## config.mk

```make
export PLATFORM = sky130hd
export DESIGN_NAME = nmi_entry_return_vectoring
export DESIGN_NICKNAME = d
export VERILOG_FILES = /design/src/common/nmi_vec_pkg.sv /design/src/logic/nmi_entry_return_vectoring.sv
export SDC_FILE = /design/constraint.sdc
export NUM_CORES = 1
export LEC_CHECK = 0
export ABC_AREA = 1
export BUFFER_PORTS_ARGS = -buffer_cell sky130_fd_sc_hd__buf_4
export CELL_PAD_IN_SITES_DETAIL_PLACEMENT = 0
export CELL_PAD_IN_SITES_GLOBAL_PLACEMENT = 2
export CORE_ASPECT_RATIO = 0.7
export CORE_MARGIN = 8
export CORE_UTILIZATION = 34
export DETAILED_ROUTE_END_ITERATION = 10
export PLACE_DENSITY = 0.82
export SLEW_MARGIN = 0
export SYNTH_ARGS = -nofsm -noshare
export SYNTH_HDL_FRONTEND = slang
export SYNTH_SLANG_ARGS = --single-unit
export TNS_END_PERCENT = 20
```

## constraint.sdc

```tcl
create_clock -name sys_clk -period 2.4 [get_ports sys_clk]
set_input_delay 0.12 -clock sys_clk [delete_from_list [all_inputs] [get_ports sys_clk]]
set_output_delay 0.12 -clock sys_clk [all_outputs]
set_load 0.02 [all_outputs]
```

## src/common/nmi_vec_pkg.sv

```systemverilog
// constants and types of the nmi entry, return and vectoring unit
package nmi_vec_pkg;

	// ---------------------------------------------------------------
	// register map, byte offsets of aligned 32-bit words
	// ---------------------------------------------------------------
	localparam logic [7:0] OFF_EDGE_MODE   = 8'h00;
	localparam logic [7:0] OFF_STATUS      = 8'h04;
	localparam logic [7:0] OFF_NMI_PC      = 8'h08;
	localparam logic [7:0] OFF_NMI_STATUS  = 8'h0c;
	localparam logic [7:0] OFF_MASK_PC     = 8'h10;
	localparam logic [7:0] OFF_MASK_STATUS = 8'h14;
	localparam logic [7:0] OFF_DEBUG_PC    = 8'h18;
	localparam logic [7:0] OFF_CAUSE       = 8'h1c;

	// ---------------------------------------------------------------
	// field positions
	// ---------------------------------------------------------------
	localparam int EDGE_SEL_BIT   = 0;
	localparam int MASK_BLOCK_BIT = 5;
	localparam int TRAP_BIT       = 6;
	localparam int NMI_BIT        = 7;

	// ---------------------------------------------------------------
	// values after reset
	// ---------------------------------------------------------------
	localparam logic [31:0] STATUS_RESET = 32'h0000_0020;
	localparam logic [31:0] WORD_RESET   = 32'h0000_0000;
	localparam logic        EDGE_RESET   = 1'b0;

	// ---------------------------------------------------------------
	// codes and handler addresses
	// ---------------------------------------------------------------
	localparam logic [15:0] NMI_CODE      = 16'h0010;
	localparam logic [31:0] NMI_HANDLER   = 32'h0000_0010;
	localparam logic [15:0] ILLEGAL_CODE  = 16'h0060;
	localparam logic [31:0] ILLEGAL_HANDLER = 32'h0000_0060;
	localparam logic [15:0] MASK_BASE_CODE = 16'h0260;
	localparam logic [15:0] MASK_CODE_STEP = 16'h0010;
	localparam logic [31:0] ILLEGAL_PC_OFFSET = 32'h0000_0004;
	localparam int          MASK_FIRST_RANK = 30;
	localparam int          MASK_SOURCES    = 22;
	localparam int          DMA_FIRST_INDEX = 3;
	localparam int          DMA_CHANNELS    = 4;
	localparam int          PERIPH_SOURCES  = 18;

	// ---------------------------------------------------------------
	// kind of the instruction in progress at an accept point
	// ---------------------------------------------------------------
	typedef enum logic [1:0] {
		ABORT_NONE     = 2'b00,
		ABORT_LOAD     = 2'b01,
		ABORT_DIVIDE   = 2'b10,
		ABORT_STACKFRM = 2'b11
	} abort_kind_t;

endpackage

```

## src/logic/nmi_entry_return_vectoring.sv

```systemverilog
// nmi entry, return and maskable vectoring unit with ahb-lite registers
//
// Decided for this implementation: the register addresses and the AHB-Lite interface to the registers.
module nmi_entry_return_vectoring (
	input  wire logic                                 sys_clk,
	input  wire logic                                 rst_b,
	input  wire logic                                 clk_en,
	// ahb-lite slave
	input  wire logic                                 hsel,
	input  wire logic [31:0]                          haddr,
	input  wire logic [1:0]                           htrans,
	input  wire logic                                 hwrite,
	input  wire logic [2:0]                           hsize,
	input  wire logic [31:0]                          hwdata,
	input  wire logic                                 hready,
	output logic      [31:0]                          hrdata,
	output logic                                      hreadyout,
	output logic                                      hresp,
	// pin
	input  wire logic                                 nmi_pin,
	// core pipeline
	input  wire logic                                 accept_point,
	input  wire logic [31:0]                          following_pc,
	input  wire logic [31:0]                          insn_pc,
	input  wire nmi_vec_pkg::abort_kind_t             abort_kind,
	input  wire logic                                 sp_updated,
	input  wire logic                                 illegal_opcode,
	input  wire logic                                 return_req,
	output logic                                      pc_load,
	output logic      [31:0]                          pc_target,
	output logic      [31:0]                          status_word,
	output logic                                      nmi_taken,
	// maskable sources
	input  wire logic [nmi_vec_pkg::PERIPH_SOURCES-1:0] periph_req,
	input  wire logic [nmi_vec_pkg::DMA_CHANNELS-1:0] dma_end_req,
	output logic                                      irq_ack,
	output logic      [5:0]                           irq_ack_rank
);
	import nmi_vec_pkg::*;

	// ---------------------------------------------------------------
	// state
	// ---------------------------------------------------------------
	typedef struct packed {
		logic        pin_meta;
		logic        pin_sync;
		logic        pin_prev;
		logic        nmi_pend;
		logic        edge_sel;
		logic [31:0] status;
		logic [31:0] nmi_pc;
		logic [31:0] nmi_st;
		logic [31:0] mask_pc;
		logic [31:0] mask_st;
		logic [31:0] debug_pc;
		logic [31:0] cause;
		logic        ph_valid;
		logic        ph_write;
		logic [7:0]  ph_addr;
		logic [31:0] rdata;
		logic        pc_load;
		logic [31:0] pc_target;
		logic        nmi_taken;
		logic        irq_ack;
		logic [5:0]  ack_rank;
	} state_t;

	state_t st;
	state_t next_st;

	// ---------------------------------------------------------------
	// combinational helpers
	// ---------------------------------------------------------------
	logic [MASK_SOURCES-1:0] mask_req;
	logic                    mask_any;
	logic [4:0]              mask_idx;
	logic                    nmi_edge;
	logic [31:0]             save_pc;
	logic [31:0]             rd_mux;
	logic                    np;
	logic                    ep;
	logic                    id;

	// dma channels sit in channel order at ranks 33..36
	assign mask_req = {periph_req[PERIPH_SOURCES-1:DMA_FIRST_INDEX],
	                   dma_end_req,
	                   periph_req[DMA_FIRST_INDEX-1:0]};

	// lowest index is the highest default priority
	always_comb begin
		mask_any = 1'b0;
		mask_idx = 5'h00;
		for (int i = MASK_SOURCES - 1; i >= 0; i--) begin
			if (mask_req[i]) begin
				mask_any = 1'b1;
				mask_idx = 5'(i);
			end
		end
	end

	assign np = st.status[NMI_BIT];
	assign ep = st.status[TRAP_BIT];
	assign id = st.status[MASK_BLOCK_BIT];

	// edge on the second synchroniser stage against its delayed copy
	assign nmi_edge = st.edge_sel ? (st.pin_sync & ~st.pin_prev)
	                              : (~st.pin_sync & st.pin_prev);

	// return address of an asynchronous event at this accept point
	always_comb begin
		save_pc = following_pc;
		if (abort_kind == ABORT_LOAD || abort_kind == ABORT_DIVIDE) begin
			save_pc = insn_pc;
		end else if (abort_kind == ABORT_STACKFRM && !sp_updated) begin
			save_pc = insn_pc;
		end
	end

	// register read mux
	always_comb begin
		rd_mux = WORD_RESET;
		if (st.ph_addr == OFF_EDGE_MODE) begin
			rd_mux[EDGE_SEL_BIT] = st.edge_sel;
		end else if (st.ph_addr == OFF_STATUS) begin
			rd_mux = st.status;
		end else if (st.ph_addr == OFF_NMI_PC) begin
			rd_mux = st.nmi_pc;
		end else if (st.ph_addr == OFF_NMI_STATUS) begin
			rd_mux = st.nmi_st;
		end else if (st.ph_addr == OFF_MASK_PC) begin
			rd_mux = st.mask_pc;
		end else if (st.ph_addr == OFF_MASK_STATUS) begin
			rd_mux = st.mask_st;
		end else if (st.ph_addr == OFF_DEBUG_PC) begin
			rd_mux = st.debug_pc;
		end else if (st.ph_addr == OFF_CAUSE) begin
			rd_mux = st.cause;
		end
	end

	// ---------------------------------------------------------------
	// next state
	// ---------------------------------------------------------------
	always_comb begin
		next_st = st;
		next_st.pc_load   = 1'b0;
		next_st.nmi_taken = 1'b0;
		next_st.irq_ack   = 1'b0;

		// synchroniser, first stage feeds only the second
		next_st.pin_meta = nmi_pin;
		next_st.pin_sync = st.pin_meta;
		next_st.pin_prev = st.pin_sync;

		// bus: register writes in the data phase
		if (st.ph_valid && st.ph_write) begin
			if (st.ph_addr == OFF_EDGE_MODE) begin
				next_st.edge_sel = hwdata[EDGE_SEL_BIT];
			end else if (st.ph_addr == OFF_STATUS) begin
				next_st.status = hwdata;
			end else if (st.ph_addr == OFF_NMI_PC) begin
				next_st.nmi_pc = hwdata;
			end else if (st.ph_addr == OFF_NMI_STATUS) begin
				next_st.nmi_st = hwdata;
			end else if (st.ph_addr == OFF_MASK_PC) begin
				next_st.mask_pc = hwdata;
			end else if (st.ph_addr == OFF_MASK_STATUS) begin
				next_st.mask_st = hwdata;
			end else if (st.ph_addr == OFF_DEBUG_PC) begin
				next_st.debug_pc = hwdata;
			end else if (st.ph_addr == OFF_CAUSE) begin
				next_st.cause = hwdata;
			end
		end

		// bus: the first read data cycle waits while the word is registered
		if (st.ph_valid && !st.ph_write) begin
			next_st.rdata = rd_mux;
		end
		next_st.ph_valid = 1'b0;
		if (hsel && htrans[1] && hready) begin
			next_st.ph_valid = 1'b1;
			next_st.ph_write = hwrite;
			next_st.ph_addr  = {haddr[7:2], 2'b00};
		end

		// hardware events override a software write of the same cycle
		if (return_req) begin
			next_st.pc_load = 1'b1;
			if (!ep && np) begin
				next_st.pc_target = st.nmi_pc;
				next_st.status    = st.nmi_st;
			end else if (!ep && !np) begin
				next_st.pc_target = st.mask_pc;
				next_st.status    = st.mask_st;
			end else begin
				next_st.pc_target = st.debug_pc;
				next_st.status    = st.mask_st;
			end
		end else if (accept_point && !np) begin
			if (st.nmi_pend) begin
				// no mask or block bit is looked at here
				next_st.nmi_pend = 1'b0;
				next_st.nmi_pc   = save_pc;
				next_st.nmi_st   = st.status;
				next_st.cause[31:16] = NMI_CODE;
				next_st.status[NMI_BIT]        = 1'b1;
				next_st.status[MASK_BLOCK_BIT] = 1'b1;
				next_st.status[TRAP_BIT]       = 1'b0;
				next_st.pc_target = NMI_HANDLER;
				next_st.pc_load   = 1'b1;
				next_st.nmi_taken = 1'b1;
			end else if (illegal_opcode) begin
				next_st.debug_pc = following_pc + ILLEGAL_PC_OFFSET;
				next_st.cause[15:0] = ILLEGAL_CODE;
				next_st.status[MASK_BLOCK_BIT] = 1'b1;
				next_st.status[TRAP_BIT]       = 1'b1;
				next_st.pc_target = ILLEGAL_HANDLER;
				next_st.pc_load   = 1'b1;
			end else if (mask_any && !id) begin
				next_st.mask_pc = save_pc;
				next_st.mask_st = st.status;
				next_st.cause[15:0] = MASK_BASE_CODE
				                    + 16'(mask_idx) * MASK_CODE_STEP;
				next_st.status[MASK_BLOCK_BIT] = 1'b1;
				next_st.status[TRAP_BIT]       = 1'b0;
				next_st.pc_target = {16'h0000, MASK_BASE_CODE
				                    + 16'(mask_idx) * MASK_CODE_STEP};
				next_st.pc_load  = 1'b1;
				next_st.irq_ack  = 1'b1;
				next_st.ack_rank = 6'(mask_idx) + 6'(MASK_FIRST_RANK);
			end
		end

		// a new edge always sets the single pending flag, winning over clear
		if (nmi_edge) begin
			next_st.nmi_pend = 1'b1;
		end
	end

	// ---------------------------------------------------------------
	// registers
	// ---------------------------------------------------------------
	always_ff @(posedge sys_clk or negedge rst_b) begin
		if (!rst_b) begin
			st <= '0;
			st.status   <= STATUS_RESET;
			st.edge_sel <= EDGE_RESET;
		end else if (clk_en) begin
			st <= next_st;
		end
	end

	// ---------------------------------------------------------------
	// outputs
	// ---------------------------------------------------------------
	assign hrdata       = st.rdata;
	assign hreadyout    = ~(st.ph_valid & ~st.ph_write);
	assign hresp        = 1'b0;
	assign pc_load      = st.pc_load;
	assign pc_target    = st.pc_target;
	assign status_word  = st.status;
	assign nmi_taken    = st.nmi_taken;
	assign irq_ack      = st.irq_ack;
	assign irq_ack_rank = st.ack_rank;

endmodule

```

-- Yosys cells after proc, flatten, opt, wreduce, memory -nomap -nowiden
Cells that the tools add are included.
- output and inout bits: 107
- input port bits: 168
- logic and storage cells: 182
- bits in registers: 310
- equality and inequality tests: 12
- mux-type cells: 107
- bitwise gates (word level): 10
- reduce and logical (&&, ||, !) cells: 28
- $add $sub $neg: 3
- operators with widths (operator ; number):
    32-bit two-way mux ; 21
    192-bit two-way mux ; 3
    224-bit two-way mux ; 2
    64-bit two-way mux ; 4
    96-bit two-way mux ; 2
    160-bit two-way mux ; 1
    33-bit two-way mux ; 4
    128-bit two-way mux ; 1
    5-bit two-way mux ; 23
    16-bit two-way mux ; 4
    41-bit two-way mux ; 1
    32-bit by 3-bit adder with 32-bit output (second input constant) ; 1
    31-bit two-way mux ; 1
    1-bit two-way mux ; 29
    6-bit by 3-bit equality test with 1-bit output (second input constant) ; 4
    24-bit two-way mux ; 1
    7-bit two-way mux ; 3
    6-bit by 2-bit equality test with 1-bit output (second input constant) ; 2
    10-bit by 9-bit adder with 11-bit output (first input constant) ; 1
    10-bit two-way mux ; 1
    1-bit logical AND ; 9
    3-bit AND reduction ; 3
    8-bit zero test ; 1
    8-bit two-way mux ; 1
    17 further kinds ; 37

-- Longest topological paths before layout
- word-level depth: 28
- mapped depth: 25
- gate-level depth less buffers: 25

-- Least setup slack after synthesis
OpenSTA, ideal clock, no wires.
- path kind: reg-to-reg
- start point: register st, in the netlist status_word[7]
- end point: register st[134] in the netlist's numbering
- stages on the path, launching flop included: 12
- clock period less this slack: 1922 ps
- slack: 478 ps
- arrival time: 1786 ps
- buffers on the path: 1
- required time: 2265 ps
- cells stage by stage: dfrtp_1 > inv_2 > nand2_1 > nor2_1 > inv_2 > nor2_2 > inv_1 > nor2_2 > inv_1 > clkbuf_1 > o311ai_0 > o21ai_1
- longest elaborated chain between the ends: 4
- RTL lines (element ; line ; RTL):
    from (decl) ; nmi_entry_return_vectoring.sv:68 ; state_t st;
    from (signal assigned) ; nmi_entry_return_vectoring.sv:250 ; st <= next_st;
    1-bit zero test ; nmi_entry_return_vectoring.sv:200 ; end else if (accept_point && !np) begin
    1-bit logical AND ; nmi_entry_return_vectoring.sv:200 ;
    192-bit two-way mux ; nmi_entry_return_vectoring.sv:200 ;
    192-bit two-way mux ; nmi_entry_return_vectoring.sv:188 ; if (return_req) begin
No other way between the ends.
A chain may end at the register's enable or synchronous reset.

-- Final worst setup path
- start point: register st, in the netlist status_word[7]
- end point: register st, in the netlist irq_ack_rank[0]
- longest elaborated chain between the ends: 3
- RTL lines (element ; line):
    1-bit zero test ; nmi_entry_return_vectoring.sv:200
    1-bit logical AND ; nmi_entry_return_vectoring.sv:200
    6-bit AND reduction (no source line) ; -
No other way between the ends.

==> results.yml <==
detailed_routing:
  drtAntennaViolNets: 0
  dr_total_vias: 20400
  vias_per_cell: 5.69
  post_drt_wl_per_cell_um: 24.3
  drcViolationCount: 0
  drt_wl_total_mm: 87.0
  dr.first_iter.drc_count: 1667
  first_pass_iters: 6
timing:
  finalSetupTns_ns: 0
  finClkSkew_ns: 0.0156
  setup_violations: 0
  slew_headroom_pct: 42.1
  holdWs_ns: 0.0108
  hold_viol: 0
  grt_setup_unrepaired: "true"
  drv_slew: 0
  min_period_ns: 2.30
  worst_slack_ns: 0.0982
  worstMarginPinSlew_ns: 0.859
  final.period_utilization_pct: 95.9
  max_freq_ghz: 0.434
cts:
  cts_root_buf: "clkbuf_16"
  clockBufferDepth: 3
  cts_setup_buffers: 0
  insertion_delay_ns: 0.57
  cts.sinks: 310
  numCtsBuffers: 38
  htreeDepth: 2
  tritoncts: "yes"
  path_clk_slew_ns: 0.06
worst_setup_path:
  r2r-start: "status_word[7]"
  start_kind: "flop"
  critPathKind: "reg2reg"
  r2r_cells: 10
  required_ns: 2.89
  startpoint: "status_word[7]"
  cp-end-kind: "flop"
  ff2ff_setup_slack_ns: 0.1
  reg2reg_to: "irq_ack_rank[0]"
  arrival_ns: 2.79
  crit_fanout: 6
global_route:
  antenna_found_initial: 1
  grt_pass1_vias: 20200
  grt-ovfl-total: 0
  grt_start_max_net_pins: 117
  grt_usage_pct: 25.8
  grt_pass1_wl_mm: 130
logic_synthesis:
  ys_ff_latch: 310
  post_synth.cell_area_avg_um2: 7.54
  synth-xor-area-share_pct: 0.530
  synthAdderAreaFrac_pct: 0.192
  async_flop_share_pct: 100
  synthDistinctLibCells: 54
  synth.yosys.warnings: 0
  synth_top_flop_cell: "dfrtp_1"
  syn_inst: 2596
  synth_edf_count: 0
  muxShareOfSynthArea_pct: 0.371
  synth_compound_area_share_pct: 31.1
  syn_nets: 2767
  synthSimpleGateAreaFrac_pct: 14.1
  ys_seq_area_share_pct: 39.6
  synth_top_family_by_area: "compound AO/OA/AOI/OAI gates"
  syn-cell-area_um2: 19600
floorplanning:
  rows: 73
  core_um2: 56800
  die_y_um: 217
  die_area_um2: 65700
  die_w_um: 303
  initial_core_util_pct: 34.5
  ios: 275
run_status:
  status: "finished, final reports clean"
place:
  post-place-ws_ns: 0.138
  hpwl_mm: 61.6
  placed_area_um2: 22300
  port_buffers: 243
  dpl.cell_count: 3436
  place_congestion: 0.911
worst_hold_path:
  min_to: "st[202]"
  hp-start: "insn_pc[23]"
  hold_class: "in2reg"
  holdPathStages: 3
layout:
  syn_to_final_growth_pct: 24.0
  seqCellArea_um2: 7760
  fill_cells: 5828
  stdcell_area_um2: 24300
  final_core_util_pct: 42.7
  drive_gt1_share_pct: 18.1
  nNetsFinal: 2969
  final_cell_count_no_fill: 3576
  multi_input_area_um2: 9140
power_and_ir_drop:
  power_density_nw_per_um2: 874
  power_leakage_nw: 11.1
  ir_worst_vdd_mv: 0.447
  fin_total_pwr_mw: 21.2
job:
  maxCapViolations: 0
==> layer usage <==
metal | track usage (%) | wire length (µm) | up-vias | part of all wire, %
li1 | - | - | 9341 | -
met1 | 32.5 | 35300 | 9982 | 41
met2 | 44.5 | 43000 | 855 | 49
met3 | 3.52 | 5170 | 176 | 5.9
met4 | 10.3 | 3510 | 0 | 4.0
met5 | 0 | 0 | - | 0
==> Yosys cell counts, types with 4 or more instances <==
master      n  area (µm²)
a21oi_1   182         911
a221oi_1   18         158
a22oi_1     9        67.6
a31oi_1    10        62.6
buf_1      11        41.3
buf_2      37         185
buf_4     110         826
clkbuf_1  131         492
clkinv_1    4        15.0
dfrtp_1   309        7730
inv_1     304        1140
inv_2      16        60.1
mux2i_1     5        50.1
nand2_1   361        1360
nand3_1    23         115
nand3_2     7        70.1
nand4_1     9        56.3
nor2_1    188         706
nor2_2      6        37.5
nor2_4      8        90.1
nor3_1     22         110
nor3_2      5        50.1
nor3_4      4        65.1
o211ai_1  124         931
o21ai_0   389        1950
o21ai_1    54         270
o221ai_1   98         858
o22ai_1    76         475
o32ai_1    18         158
o41ai_1    13         114
xor2_1      7        61.3
==> area by class of cell <==
type / count / share of cell area (%)
repair buffers: 452 / 16.5
multi-input cells: 1672 / 37.6
diodes: 1 / 0.0103
clock buffers: 57 / 4.67
clock inverters: 10 / 0.361
inverters: 324 / 5.02
flip-flops and latches: 310 / 32.0
well taps: 750 / 3.86
==> sequential cells by signal, summed over array words and instances, names as in the netlist <==
signal and count:
st 203, hrdata 32, pc_target 32, status_word 32, irq_ack_rank 6, next_st 2, irq_ack 1, nmi_taken 1
pc_load 1
==> cells in the final DEF, fill, tap and decap left out, types with 18 or more instances in the layout <==
master	n
o21ai_1	53
o221ai_1	98
o211ai_1	124
o32ai_1	18
a221oi_1	18
buf_12	33
clkbuf_16	39
nor2_1	182
o21ai_0	389
dfrtp_1	309
nand2_1	359
dlygate4sd3_1	72
o22ai_1	76
nor3_1	22
a21oi_1	182
buf_4	344
nand3_1	23
inv_1	302
==> power breakdown <==
part / leakage (nW) / switching [mW] / internal (mW)
clock: 0.599 / 2.48 / 3.37
sequential: 4.01 / 1.17 / 6.66
combinational: 6.46 / 4.62 / 2.91
==> worst max path at each step <==
| stage | slack [ns] | cells after the start | end |
|---|---|---|---|
| 2_1_floorplan | 0.48 | 11 | st[134] |
| 3_3_place_gp | 0.14 | 8 | st[269] |
| 3_5_place_dp | 0.14 | 8 | st[254] |
| 4_1_cts | 0.1 | 10 | irq_ack_rank[0] |
| 5_1_grt | -0.02 | 10 | irq_ack_rank[0] |
| 6_report | 0.1 | 10 | irq_ack_rank[0] |
==> logic make-up after synthesis <==
logic type      Yosys count
flops                   310
mux                       7
fa+ha+maj                 3
simple gates            643
buf+inv                 614
other cells               1
compound gates         1007
xor+xnor                 11
==> worst max-delay path: stages, from the launching register on <==
cell           delay [ns]
dfrtp_1              0.39
inv_2                0.13
nand2_1              0.11
nor2_1               0.16
inv_2                0.09
nor2_2               0.12
nand2_1              0.22
nor2_4               0.29
nand3_1              0.10
dlygate4sd3_1        0.56
nand2_1              0.06
==> what timing repair did <==
action | in CTS | in global routing
gates resized for setup | 0 | 10
endpoints found under the hold margin | 149 | 0
hold buffers | 72 | 0
setup endpoints to repair | 0 | 39
Power figures use the tool's default switching activity.
